### config.mk
export PLATFORM = sky130hd
export DESIGN_NAME = bss_sequencer
export DESIGN_NICKNAME = d
export VERILOG_FILES = /design/src/hdl/bss_pkg.sv /design/src/hdl/bss_second_timer.sv /design/src/hdl/bss_sequencer.sv
export SDC_FILE = /design/constraint.sdc
export NUM_CORES = 1
export LEC_CHECK = 0
export BUFFER_PORTS_ARGS = -buffer_cell sky130_fd_sc_hd__buf_4
export CAP_MARGIN = 15
export CELL_PAD_IN_SITES_DETAIL_PLACEMENT = 2
export CELL_PAD_IN_SITES_GLOBAL_PLACEMENT = 2
export CORE_MARGIN = 1
export CORE_UTILIZATION = 37
export DETAILED_ROUTE_END_ITERATION = 10
export HOLD_SLACK_MARGIN = 0.03
export PLACE_DENSITY = 0.83
export SLEW_MARGIN = 15
export SYNTH_ARGS = -nofsm -noshare
export SYNTH_HDL_FRONTEND = slang
export SYNTH_HIERARCHICAL = 1
export SYNTH_SLANG_ARGS = --single-unit
### constraint.sdc
create_clock -name clock -period 14.1 [get_ports clock]
set_clock_uncertainty 0.15 [all_clocks]
set_input_delay 1.41 -clock clock [delete_from_list [all_inputs] [get_ports clock]]
set_output_delay 1.41 -clock clock [all_outputs]
set_load 0.005 [all_outputs]
### src/hdl/bss_pkg.sv
// package for the burner start sequencer: register map, codes and timing
// Notes on behaviour
// - front switch on: require five interlocks closed
// - blocked inlet, blower proof not pre-checked
// - interlocks closed: ready lamp, enter standby
// - open interlock or unmet step reports fault
// - demand lights lamp, checks closure proof
// - purge start energises blower relay
// - purge: valve full open, expect purge switch
// - blower proof closed: purge status, count seconds
// - purge done: low fire, expect ignition switch
// - spark-only cleaning for 0, 2 or 7 s
// - gas valve on, pre-ignition, then trial status
// - no spark after 3 s aborts ignition
// - flame detection window at most 4 s
// - igniter off one second after flame
// - 2 s continuous flame proves fire, show strength
// - 5 s after proof show date and time
// - firing: loop drives valve, position displayed
// - demand end: gas, blower off, valve closed, standby
// - start and stop levels on requested position
package bss_pkg;

	localparam int unsigned CLOCK_HZ         = 50_000_000;
	localparam int unsigned SECOND_CYCLES    = CLOCK_HZ;

	// register byte offsets
	localparam logic [7:0]  REG_CONTROL      = 8'h00;
	localparam logic [7:0]  REG_PURGE_TIME   = 8'h04;
	localparam logic [7:0]  REG_LEVELS       = 8'h08;
	localparam logic [7:0]  REG_STATUS       = 8'h0c;
	localparam logic [7:0]  REG_FAULT        = 8'h10;
	localparam logic [7:0]  REG_POSITION     = 8'h14;

	// control fields
	localparam int unsigned CTL_CLEAN_LSB    = 0;
	localparam int unsigned CTL_LARGE_BIT    = 2;
	localparam int unsigned CTL_FAULT_CLR    = 3;
	localparam logic [1:0]  CLEAN_0S         = 2'h0;
	localparam logic [1:0]  CLEAN_2S         = 2'h1;
	localparam logic [1:0]  CLEAN_7S         = 2'h2;

	// timing in seconds
	localparam logic [7:0]  CLEAN_2S_SEC     = 8'h02;
	localparam logic [7:0]  CLEAN_7S_SEC     = 8'h07;
	localparam logic [7:0]  SPARK_LIMIT_SEC  = 8'h03;
	localparam logic [7:0]  FLAME_WINDOW_SEC = 8'h04;
	localparam logic [7:0]  IGNITER_OFF_SEC  = 8'h01;
	localparam logic [7:0]  FLAME_PROVE_SEC  = 8'h02;
	localparam logic [7:0]  STRENGTH_SEC     = 8'h05;
	localparam logic [7:0]  PURGE_DEF_SEC    = 8'h1e;

	// valve positions in percent
	localparam logic [6:0]  VALVE_FULL       = 7'h64;
	localparam logic [6:0]  VALVE_LOW_FIRE   = 7'h1e;
	localparam logic [6:0]  VALVE_CLOSED     = 7'h00;
	localparam logic [6:0]  START_SMALL      = 7'h18;
	localparam logic [6:0]  STOP_SMALL       = 7'h10;
	localparam logic [6:0]  START_LARGE      = 7'h14;
	localparam logic [6:0]  STOP_LARGE       = 7'h0e;

	// fault codes
	localparam logic [3:0]  FLT_NONE         = 4'h0;
	localparam logic [3:0]  FLT_CLOSURE      = 4'h1;
	localparam logic [3:0]  FLT_LOW_WATER    = 4'h2;
	localparam logic [3:0]  FLT_HIGH_TEMP    = 4'h3;
	localparam logic [3:0]  FLT_HIGH_GAS     = 4'h4;
	localparam logic [3:0]  FLT_LOW_GAS      = 4'h5;
	localparam logic [3:0]  FLT_NO_SPARK     = 4'h6;
	localparam logic [3:0]  FLT_NO_FLAME     = 4'h7;
	localparam logic [3:0]  FLT_PURGE_SW     = 4'h8;
	localparam logic [3:0]  FLT_BLOWER_PRF   = 4'h9;
	localparam logic [3:0]  FLT_IGN_SW       = 4'ha;
	localparam logic [3:0]  FLT_FLAME_LOST   = 4'hb;

	// display codes
	localparam logic [3:0]  DSP_OFF          = 4'h0;
	localparam logic [3:0]  DSP_STANDBY      = 4'h1;
	localparam logic [3:0]  DSP_PURGE        = 4'h2;
	localparam logic [3:0]  DSP_CLEANING     = 4'h3;
	localparam logic [3:0]  DSP_PRE_IGN      = 4'h4;
	localparam logic [3:0]  DSP_TRIAL        = 4'h5;
	localparam logic [3:0]  DSP_STRENGTH     = 4'h6;
	localparam logic [3:0]  DSP_DATE_TIME    = 4'h7;
	localparam logic [3:0]  DSP_FAULT        = 4'h8;
	localparam logic [3:0]  DSP_STARTING     = 4'h9;

	typedef struct packed {
		logic valve_closure_proof;
		logic low_water;
		logic high_temp;
		logic high_gas;
		logic low_gas;
		logic blocked_inlet;
		logic blower_proof;
		logic purge_switch;
		logic ignition_switch;
	} bss_switch_type;

	typedef struct packed {
		logic blower_relay;
		logic igniter_relay;
		logic gas_shutoff_valve;
		logic ready_lamp;
		logic demand_lamp;
	} bss_relay_type;

	typedef enum logic [8:0] {
		ST_OFF     = 9'h001,
		ST_STANDBY = 9'h002,
		ST_PURGE   = 9'h004,
		ST_IGN_POS = 9'h008,
		ST_CLEAN   = 9'h010,
		ST_PRE_IGN = 9'h020,
		ST_TRIAL   = 9'h040,
		ST_FIRING  = 9'h080,
		ST_FAULT   = 9'h100
	} bss_state_type;

endpackage

### src/hdl/bss_second_timer.sv
// seconds timer: one-cycle tick divider and a restartable second counter
`timescale 1ns/1ps
module bss_second_timer
	import bss_pkg::*;
#(
	parameter int unsigned TICK_CYCLES = SECOND_CYCLES
) (
	// clock and reset
	input  wire logic       clock,
	input  wire logic       rst_n,
	// control
	input  wire logic       restart,
	// result
	output logic            tick,
	output logic [7:0]      seconds
);

	logic [31:0] divider;

	// restart realigns the divider so each count is a whole second
	always_ff @(posedge clock or negedge rst_n) begin
		if (!rst_n) begin
			divider <= 32'h0;
		end else if (restart || divider == TICK_CYCLES - 1) begin
			divider <= 32'h0;
		end else begin
			divider <= divider + 32'h1;
		end
	end

	assign tick = !restart && (divider == TICK_CYCLES - 1);

	always_ff @(posedge clock or negedge rst_n) begin
		if (!rst_n) begin
			seconds <= 8'h0;
		end else if (restart) begin
			seconds <= 8'h0;
		end else if (tick && seconds != 8'hff) begin
			seconds <= seconds + 8'h1;
		end
	end

endmodule

### src/hdl/bss_sequencer.sv
// burner start sequencer with apb register access
//
// Register access over APB and the register addresses were decided locally.
`timescale 1ns/1ps
module bss_sequencer
	import bss_pkg::*;
#(
	parameter int unsigned TICK_CYCLES = SECOND_CYCLES
) (
	// clock and reset
	input  wire logic           clock,
	input  wire logic           rst_n,
	// apb slave
	input  wire logic           psel,
	input  wire logic           penable,
	input  wire logic           pwrite,
	input  wire logic [7:0]     paddr,
	input  wire logic [31:0]    pwdata,
	output logic [31:0]         prdata,
	output logic                pready,
	output logic                pslverr,
	// operator and plant inputs
	input  wire logic           front_switch,
	input  wire logic           heat_demand,
	input  wire bss_switch_type switches,
	input  wire logic           spark_sense,
	input  wire logic           flame_sense,
	input  wire logic [7:0]     flame_strength,
	input  wire logic [6:0]     loop_position,
	input  wire logic [31:0]    date_time,
	// outputs to plant and panel
	output bss_relay_type       relays,
	output logic [6:0]          valve_command,
	output logic [6:0]          valve_display,
	output logic [3:0]          display_code,
	output logic [31:0]         display_value,
	output logic [3:0]          fault_code,
	output logic                purge_active_status,
	output logic                light_off_attempt_status,
	output logic                fire_confirmed_status
);

	bss_state_type state;
	bss_state_type next_state;
	logic [1:0]    clean_select;
	logic          large_model;
	logic [7:0]    purge_seconds;
	logic [6:0]    start_level;
	logic [6:0]    stop_level;
	logic          levels_custom;
	logic          fault_clear;
	logic          state_change;
	logic          tick;
	logic [7:0]    seconds;
	logic [7:0]    flame_seconds;
	logic          flame_seen;
	logic          proven;
	logic [7:0]    proven_seconds;
	logic [7:0]    clean_seconds;
	logic [3:0]    interlock_fault;
	logic [3:0]    next_fault;
	logic          lit_request;
	logic          apb_write;
	logic          apb_read;
	logic [6:0]    act_start;
	logic [6:0]    act_stop;

	////////////////////////////////////////////////////////////////////////
	// apb slave: zero wait states, unmapped addresses flag pslverr

	assign pready    = 1'b1;
	assign apb_write = psel && penable && pwrite;
	assign apb_read  = psel && !penable && !pwrite;
	assign pslverr   = psel && penable && !(paddr inside {REG_CONTROL, REG_PURGE_TIME, REG_LEVELS,
	                                                      REG_STATUS, REG_FAULT, REG_POSITION});

	always_ff @(posedge clock or negedge rst_n) begin
		if (!rst_n) begin
			clean_select  <= CLEAN_2S;
			large_model   <= 1'b0;
			purge_seconds <= PURGE_DEF_SEC;
			start_level   <= START_SMALL;
			stop_level    <= STOP_SMALL;
			levels_custom <= 1'b0;
			fault_clear   <= 1'b0;
		end else begin
			fault_clear <= 1'b0;
			if (apb_write) begin
				unique case (paddr)
					REG_CONTROL: begin
						clean_select <= pwdata[CTL_CLEAN_LSB +: 2];
						large_model  <= pwdata[CTL_LARGE_BIT];
						fault_clear  <= pwdata[CTL_FAULT_CLR];
					end
					REG_PURGE_TIME: begin
						purge_seconds <= pwdata[7:0];
					end
					REG_LEVELS: begin
						start_level   <= pwdata[6:0];
						stop_level    <= pwdata[14:8];
						levels_custom <= pwdata[16];
					end
					default: begin
					end
				endcase
			end
		end
	end

	// read data registered in the setup cycle, valid in the access phase
	always_ff @(posedge clock or negedge rst_n) begin
		if (!rst_n) begin
			prdata <= 32'h0;
		end else if (apb_read) begin
			unique case (paddr)
				REG_CONTROL:    prdata <= {28'h0, 1'b0, large_model, clean_select};
				REG_PURGE_TIME: prdata <= {24'h0, purge_seconds};
				REG_LEVELS:     prdata <= {15'h0, levels_custom, 1'b0, act_stop, 1'b0, act_start};
				REG_STATUS:     prdata <= {15'h0, state, seconds};
				REG_FAULT:      prdata <= {28'h0, fault_code};
				REG_POSITION:   prdata <= {25'h0, valve_command};
				default:        prdata <= 32'h0;
			endcase
		end
	end

	////////////////////////////////////////////////////////////////////////
	// start and stop levels, model defaults unless overridden

	always_comb begin
		if (levels_custom) begin
			act_start = start_level;
			act_stop  = stop_level;
		end else if (large_model) begin
			act_start = START_LARGE;
			act_stop  = STOP_LARGE;
		end else begin
			act_start = START_SMALL;
			act_stop  = STOP_SMALL;
		end
	end

	// hysteresis on the loop's requested position
	always_ff @(posedge clock or negedge rst_n) begin
		if (!rst_n) begin
			lit_request <= 1'b0;
		end else if (!heat_demand) begin
			lit_request <= 1'b0;
		end else if (loop_position >= act_start) begin
			lit_request <= 1'b1;
		end else if (loop_position <= act_stop) begin
			lit_request <= 1'b0;
		end
	end

	////////////////////////////////////////////////////////////////////////
	// timers

	assign state_change = next_state != state;

	bss_second_timer #(
		.TICK_CYCLES(TICK_CYCLES)
	) u_timer (
		.clock   (clock),
		.rst_n   (rst_n),
		.restart (state_change),
		.tick    (tick),
		.seconds (seconds)
	);

	// own divider for flame time: a dropout restarts it, so each second is a full one
	bss_second_timer #(.TICK_CYCLES(TICK_CYCLES)) u_flame_timer (.clock(clock), .rst_n(rst_n),
		.restart(!flame_sense || !(state inside {ST_TRIAL, ST_FIRING})), .tick(), .seconds(flame_seconds));

	always_ff @(posedge clock or negedge rst_n) begin
		if (!rst_n) begin
			flame_seen <= 1'b0;
		end else begin
			flame_seen <= flame_sense && state inside {ST_TRIAL, ST_FIRING};
		end
	end

	always_ff @(posedge clock or negedge rst_n) begin
		if (!rst_n) begin
			proven         <= 1'b0;
			proven_seconds <= 8'h0;
		end else if (state != ST_FIRING) begin
			proven         <= 1'b0;
			proven_seconds <= 8'h0;
		end else begin
			if (flame_seconds >= FLAME_PROVE_SEC) begin
				proven <= 1'b1;
			end
			if (proven && tick && proven_seconds != 8'hff) begin
				proven_seconds <= proven_seconds + 8'h1;
			end
		end
	end

	always_comb begin
		unique case (clean_select)
			CLEAN_2S: clean_seconds = CLEAN_2S_SEC;
			CLEAN_7S: clean_seconds = CLEAN_7S_SEC;
			default:  clean_seconds = 8'h0;
		endcase
	end

	////////////////////////////////////////////////////////////////////////
	// interlocks; blocked inlet and blower proof are not part of this check

	always_comb begin
		if (!switches.valve_closure_proof) begin
			interlock_fault = FLT_CLOSURE;
		end else if (!switches.low_water) begin
			interlock_fault = FLT_LOW_WATER;
		end else if (!switches.high_temp) begin
			interlock_fault = FLT_HIGH_TEMP;
		end else if (!switches.high_gas) begin
			interlock_fault = FLT_HIGH_GAS;
		end else if (!switches.low_gas) begin
			interlock_fault = FLT_LOW_GAS;
		end else begin
			interlock_fault = FLT_NONE;
		end
	end

	////////////////////////////////////////////////////////////////////////
	// sequence

	always_comb begin
		next_state = state;
		next_fault = FLT_NONE;
		unique case (state)
			ST_OFF: begin
				if (front_switch && interlock_fault == FLT_NONE) begin
					next_state = ST_STANDBY;
				end
			end
			ST_STANDBY: begin
				if (interlock_fault != FLT_NONE) begin
					next_state = ST_OFF;
				end else if (lit_request) begin
					next_state = ST_PURGE;
				end
			end
			ST_PURGE: begin
				if (switches.purge_switch && switches.blower_proof && seconds >= purge_seconds) begin
					next_state = ST_IGN_POS;
				end
			end
			ST_IGN_POS: begin
				if (switches.ignition_switch) begin
					next_state = ST_CLEAN;
				end
			end
			ST_CLEAN: begin
				if (seconds >= clean_seconds) begin
					next_state = ST_PRE_IGN;
				end
			end
			ST_PRE_IGN: begin
				if (!switches.valve_closure_proof) begin
					next_state = ST_TRIAL;
				end
			end
			ST_TRIAL: begin
				if (!spark_sense && !flame_seen && seconds >= SPARK_LIMIT_SEC) begin
					next_state = ST_FAULT;
					next_fault = FLT_NO_SPARK;
				end else if (flame_seconds >= FLAME_PROVE_SEC) begin
					next_state = ST_FIRING;
				end else if (!flame_seen && seconds >= FLAME_WINDOW_SEC) begin
					next_state = ST_FAULT;
					next_fault = FLT_NO_FLAME;
				end
			end
			ST_FIRING: begin
				if (!flame_sense) begin
					next_state = ST_FAULT;
					next_fault = FLT_FLAME_LOST;
				end else if (!lit_request) begin
					next_state = ST_STANDBY;
				end
			end
			ST_FAULT: begin
				if (fault_clear) begin
					next_state = ST_OFF;
				end
			end
			default: begin
				next_state = ST_FAULT;
			end
		endcase
		// low water, high temperature and gas pressure interlocks abort any active step
		if (!(state inside {ST_OFF, ST_STANDBY, ST_FAULT}) && next_state != ST_FAULT) begin
			if (!switches.low_water || !switches.high_temp || !switches.high_gas || !switches.low_gas) begin
				next_state = ST_FAULT;
				next_fault = interlock_fault;
			end
		end
		if (!front_switch && state != ST_FAULT) begin
			next_state = ST_OFF;
		end
	end

	always_ff @(posedge clock or negedge rst_n) begin
		if (!rst_n) begin
			state <= ST_OFF;
		end else begin
			state <= next_state;
		end
	end

	// latched fault code; live interlock fault shown while off
	always_ff @(posedge clock or negedge rst_n) begin
		if (!rst_n) begin
			fault_code <= FLT_NONE;
		end else if (next_state == ST_FAULT && state != ST_FAULT) begin
			fault_code <= next_fault;
		end else if (state == ST_OFF) begin
			fault_code <= front_switch ? interlock_fault : FLT_NONE;
		end else if (state == ST_PURGE && seconds >= purge_seconds) begin
			fault_code <= !switches.purge_switch ? FLT_PURGE_SW :
			              (!switches.blower_proof ? FLT_BLOWER_PRF : FLT_NONE);
		end else if (state == ST_IGN_POS) begin
			fault_code <= FLT_IGN_SW;
		end else if (state != ST_FAULT) begin
			fault_code <= FLT_NONE;
		end
	end

	////////////////////////////////////////////////////////////////////////
	// outputs

	always_ff @(posedge clock or negedge rst_n) begin
		if (!rst_n) begin
			relays        <= '0;
			valve_command <= VALVE_CLOSED;
		end else begin
			relays.ready_lamp        <= state == ST_STANDBY;
			relays.demand_lamp       <= heat_demand && state != ST_OFF;
			relays.blower_relay      <= state inside {ST_PURGE, ST_IGN_POS, ST_CLEAN,
			                                          ST_PRE_IGN, ST_TRIAL, ST_FIRING};
			relays.gas_shutoff_valve <= state inside {ST_PRE_IGN, ST_TRIAL, ST_FIRING};
			relays.igniter_relay     <= state inside {ST_CLEAN, ST_PRE_IGN} ||
			                            (state == ST_TRIAL && !(flame_seen && flame_seconds >= IGNITER_OFF_SEC));
			unique case (state)
				ST_PURGE:                                   valve_command <= VALVE_FULL;
				ST_IGN_POS, ST_CLEAN, ST_PRE_IGN, ST_TRIAL: valve_command <= VALVE_LOW_FIRE;
				ST_FIRING:                                  valve_command <= loop_position;
				default:                                    valve_command <= VALVE_CLOSED;
			endcase
		end
	end

	assign valve_display = valve_command;

	always_ff @(posedge clock or negedge rst_n) begin
		if (!rst_n) begin
			display_code             <= DSP_OFF;
			display_value            <= 32'h0;
			purge_active_status      <= 1'b0;
			light_off_attempt_status <= 1'b0;
			fire_confirmed_status    <= 1'b0;
		end else begin
			purge_active_status      <= state == ST_PURGE && switches.blower_proof;
			light_off_attempt_status <= state == ST_TRIAL;
			fire_confirmed_status    <= proven;
			display_value            <= 32'h0;
			unique case (state)
				ST_STANDBY: display_code <= DSP_STANDBY;
				ST_PURGE: begin
					display_code  <= switches.blower_proof ? DSP_PURGE : DSP_STARTING;
					display_value <= {24'h0, seconds};
				end
				ST_CLEAN:   display_code <= DSP_CLEANING;
				ST_PRE_IGN: display_code <= DSP_PRE_IGN;
				ST_TRIAL:   display_code <= DSP_TRIAL;
				ST_FIRING: begin
					if (proven && proven_seconds >= STRENGTH_SEC) begin
						display_code  <= DSP_DATE_TIME;
						display_value <= date_time;
					end else if (proven) begin
						display_code  <= DSP_STRENGTH;
						display_value <= {24'h0, flame_strength};
					end else begin
						display_code <= DSP_TRIAL;
					end
				end
				ST_FAULT: begin
					display_code  <= DSP_FAULT;
					display_value <= {28'h0, fault_code};
				end
				ST_IGN_POS: display_code <= DSP_STARTING;
				default:    display_code <= DSP_OFF;
			endcase
		end
	end

endmodule

Word level (Yosys, flattened, before mapping)
Index checks and enable logic that the tools add are counted.

Bits in registers: 214. Logic and storage cells: 205. Bits of input ports: 105.

$lt $le $gt $ge: 9. Multiplexer cells: 66. Reductions and logical operators: 68. Eq/ne operators: 28. Add/subtract/negate cells: 5.

Operators with widths (count): 2-to-1 mux 9 bit (16); one-hot mux 17 bit (6 select lines) (1); 2-to-1 mux 32 bit (3); one-hot mux 32 bit (3 select lines) (1); one-hot mux 9 bit (9 select lines) (1); adder 32 x 1 -> 32 bit, second input constant (2); equality test 32 x 26 -> 1 bit, second input constant (2); 2-to-1 mux 8 bit (7); 2-to-1 mux 4 bit (13); one-hot mux 4 bit (8 select lines) (1); logical AND 1 bit (27); adder 8 x 1 -> 8 bit, second input constant (3); 2-to-1 mux 3 bit (8); inequality test 8 bit, second input constant (3); one-hot mux 7 bit (3 select lines) (1); equality test 9 bit, second input constant (2); inequality test 9 bit, second input constant (2); equality test 8 x 4 -> 1 bit, second input constant (2); equality test 8 x 5 -> 1 bit, second input constant (2); >= comparator 8 x 2 -> 1 bit, second input constant (2); >= comparator 8 x 3 -> 1 bit, second input constant (2); >= comparator 8 bit (2); logical NOT 1 bit (16); 2-to-1 mux 7 bit (2); 33 further kinds (55).

Logic depth before layout (Yosys ltp)
Depth after elaboration: 20. Mapped depth: 19. Mapped depth without buffers: 18.

Hierarchy
Netlist, hierarchy kept.

By module, submodules not included: bss_sequencer (cells each 682, area an instance 6531.3 µm², instances 1); bss_second_timer (cells each 225, area an instance 2162.1 µm², instances 2).

Least setup slack after synthesis
No wires, ideal clock.

Path kind: input -> register. From: in spark_sense. To: reg proven_seconds[5]. Stages: 16. Setup slack: 9.038 ns. Required time: 13.818 ns. Buffers on the path: 2. Data arrival time: 4.780 ns. Cells stage by stage: nand3b_1 > a31o_2 > o32ai_1 > or2_1 > or3b_1 > buf_6 > a211oi_1 > xor2_1 > or4_1 > buf_4 > nor2_1 > o211ai_1 > nor2_1 > nand3_1 > xor2_1 > nor2_1.

Cells in the longest elaborated chain, start to end: 15.

RTL lines: start, declared (RTL line bss_sequencer.sv:26) `input wire logic spark_sense,`; logical NOT 1 bit (*) (RTL line bss_sequencer.sv:267) `if (!spark_sense && !flame_seen && seconds >= SPARK_LIMIT_SEC) begin`; logical AND 1 bit (*) (2 in series) (RTL line bss_sequencer.sv:267); 2-to-1 mux 9 bit (*) (RTL line bss_sequencer.sv:267); one-hot mux 9 bit (9 select lines) (*) (RTL line bss_sequencer.sv:233) `unique case (state)`; inequality test 9 bit (RTL line bss_sequencer.sv:295) `if (!(state inside {ST_OFF, ST_STANDBY, ST_FAULT}) && next_state != ST_FAULT) begin`; logical AND 1 bit (RTL line bss_sequencer.sv:295); 2-to-1 mux 9 bit (*) (RTL line bss_sequencer.sv:295); 2-to-1 mux 9 bit (*) (RTL line bss_sequencer.sv:301) `if (!front_switch && state != ST_FAULT) begin`; named net next_state[1] (RTL line bss_sequencer.sv:44) `bss_state_type next_state;`; inequality test 9 bit (*) (RTL line bss_sequencer.sv:159) `assign state_change = next_state != state;`; named net state_change (RTL line bss_sequencer.sv:52) `logic state_change;`; logical NOT 1 bit (*) (RTL line bss_second_timer.sv:31) `assign tick = !restart && (divider == TICK_CYCLES - 1);`; logical AND 1 bit (*) (RTL line bss_second_timer.sv:31); named net tick (RTL line bss_sequencer.sv:53) `logic tick;`; logical AND 1 bit (*) (2 in series) (RTL line bss_sequencer.sv:194) `if (proven && tick && proven_seconds != 8'hff) begin`; nonzero test 2 bit (no source line) (*); end signal, assigned (RTL line bss_sequencer.sv:195) `proven_seconds <= proven_seconds + 8'h1;`; end, declared (RTL line bss_sequencer.sv:58) `logic [7:0] proven_seconds;`.

Mark *: on every way through the listed nets, which the timed path passes. The rest lies on a longest branch. A chain may end at the register's enable or synchronous reset.

Final worst setup path
From: in spark_sense. To: reg proven_seconds[7].

Same word-level chain as after synthesis.

==> summary.md <==
| Metric | Value |
|---|---|
| Met2 Use GR | `46.6%` |
| Worst Max-Slew Pin Slew | `1.13 ns` |
| Fillers | `3067` |
| Worst-path cell chain | `buf_4 > nand3b_1 > a31o_2 > o32ai_1 > or2_1 > or3b_1 > a211oi_1 > xor2_1 > or4_1 > nor2_1 > o211ai_1 > nor2_1 > nand3_1 > xor2_1 > nor2_1` |
| Data required time of the worst path | `14.24 ns` |
| Tmin final | `5.72 ns` |
| Initial Util | `37.6%` |
| Num ports | `201` |
| CTS buffer count | `17` |
| RSZ-0062 raised after global routing | `no` |
| Worst stage delay on the critical path | `0.81 ns` |
| GRT Overall Usage | `25.6%` |
| Final setup violation count | `0` |
| Worst-path clk slew | `0.08 ns` |
| CTS root buf | `clkbuf_16` |
| Routed vias/inst | `5.57` |
| Crit path launch | `spark_sense` |
| Grt met3 use | `3.14%` |
| DRC | `0` |
| Highest achievable clock rate | `175 MHz` |
| P per Cell Area | `105 nW/um2` |
| Setup TNS | `0 ns` |
| Hold WC Path Type | `reg -> reg` |
| Share of layout cells above drive strength 1 | `21.0%` |
| Worst EP arrival | `5.85 ns` |
| Worst hold slack | `0.349 ns` |
| Buffers & Inverters on Critical Path | `1` |
| ANT cells | `0` |
| Avg Cell Area, Syn | `9.62 um2` |
| Crit. End Element | `flip-flop` |
| Critical path endpoint | `proven_seconds[7]` |
| Slew Viols, Final | `0` |
| Leakage | `6.13 nW` |
| Synth-to-Final Area Change | `19.1%` |
| R2R cell count | `14` |
| Port Buffers | `167` |
| Clk sinks | `199` |
| H-tree level count | `4` |
| Die area | `29900 um2` |
| Final ANT Viol Nets | `0` |
| Crit path max-delay family | `simple AND/OR/NAND/NOR gates` |
| Row count | `62` |
| Maximum capacitance violations | `0` |
| Yosys Warn Count | `6` |
| Hpwl dp | `27600 um` |
| GRT busiest layer | `met2` |
| DRT Wirelength | `37700 um` |
| GP Congestion | `0.836` |
| Initial antenna violation count | `0` |
| Initial DRC Count | `448` |
| Nets | `1402` |
| Crit path depth | `15` |
| Clk Latency, worst-skew pair | `0.44 ns` |
| Setup bufs post-CTS | `0` |
| Gr ovfl total | `0` |
| Slowest-stage cell, CP | `or4_1` |
| CTS tree | `yes` |
| Largest net degree at the start of global routing | `96` |
| Routed wire per std cell | `22.7 um` |
| Most frequent cells in the layout | `dfrtp_1 (190), buf_4 (175), nor2_1 (136)` |
| First-pass GRT wire length | `60000 um` |
| Worst Path Class, Setup | `in -> reg` |
| Die H | `173 um` |
| Most common cell after layout, fill and taps aside | `dfrtp_1` |
| Peak VDD IR | `0.0000904 V` |
| Min-delay src | `prdata[9]` |
| Outcome | `finished, final reports clean` |
| Most frequent CP cell | `nor2_1` |
| Critical Path Fanout Max | `18` |
| Mapped cell area | `10800 um2` |
| Tcrit/Tclk final | `40.5%` |
| First-pass iteration count of the detailed router | `5` |
| Number of global-route vias before repair | `10600` |
| Relative slew slack | `23.8%` |
| Crit start category | `input port` |
| Reg2Reg Setup Slack | `8.40 ns` |
| GR Util met1 | `30.5%` |
| CTS max path bufs | `2` |
| Reg2reg end | `proven_seconds[7]` |
| Vias | `9248` |
| Fin. Hold Viols | `0` |
| FF-to-FF Start | `state[1]` |
| Synthesized instance count | `1123` |
| Resize count post-CTS | `0` |
| Die span in x | `173 um` |
| Hold buffers post-CTS | `0` |
| CORE AREA | `28700 um2` |
## sequential cells by signal, indices dropped and copies added, names as in the netlist, 4 cells and up
| name | flops |
|---|---|
| stop_level | 7 |
| proven_seconds | 8 |
| u_flame_timer/seconds | 8 |
| state | 9 |
| display_code | 4 |
| u_timer/divider | 32 |
| prdata | 17 |
| fault_code | 4 |
| start_level | 7 |
| u_timer/seconds | 8 |
| valve_command | 7 |
| purge_seconds | 8 |
| relays | 5 |
| u_flame_timer/divider | 32 |
| display_value | 32 |
## layer usage
metal / up-vias / share of wire [%]
met1: 4774 / 42
met3: 70 / 2.8
met4: 0 / 3.1
li1: 4202 / -
met5: - / 0
met2: 202 / 52
## how the worst min path moves through the flow
stage                                       end  slack, ns  cells after the start
final                                 prdata[9]       0.35                      2
after global routing                 prdata[11]       0.39                      2
after CTS                             prdata[9]       0.35                      2
after detailed placement              prdata[9]       0.34                      2
after global placement                prdata[0]       0.32                      2
after floorplan           fire_confirmed_status       0.26                      0
## per-stage QoR
stage / area (um2) / std cells / utilization (%) / power (mW) / setup WS (ns)
after floorplan: 10900 / 1137 / - / 0.762 / 9.04
after global placement: 12300 / 1628 / 42.8 / 0.841 / 8.28
after detailed placement: 12300 / 1628 / 42.8 / 0.853 / 8.07
after CTS: 12900 / 1660 / 44.8 / 1.36 / 8.38
after global routing: 12900 / 1661 / 44.8 / 1.40 / 8.05
final: 12900 / 1661 / 44.8 / 1.35 / 8.38
## final cells by class
cell class                      instances  area [um2]  area share, %
Multi-Input combinational cell        832        5340           41.5
Sequential cell                       199        4990           38.8
Timing Repair Buffer                  177        1330           10.4
Tap cell                              384         480           3.74
Clock buffer                           18         439           3.41
Clock inverter                         14         145           1.13
Inverter                               37         139           1.08
## power by group
group          internal [mW]  switching (mW)
Clock                  0.254           0.247
Sequential             0.584          0.0221
Combinational         0.0828           0.158
## worst min-delay path, stage by stage (launching register included)
cell	delay, ns
dfrtp_1	0.36
nand2_1	0.05
o21ai_0	0.06
Note: power is estimated with default switching activity, not from simulation.
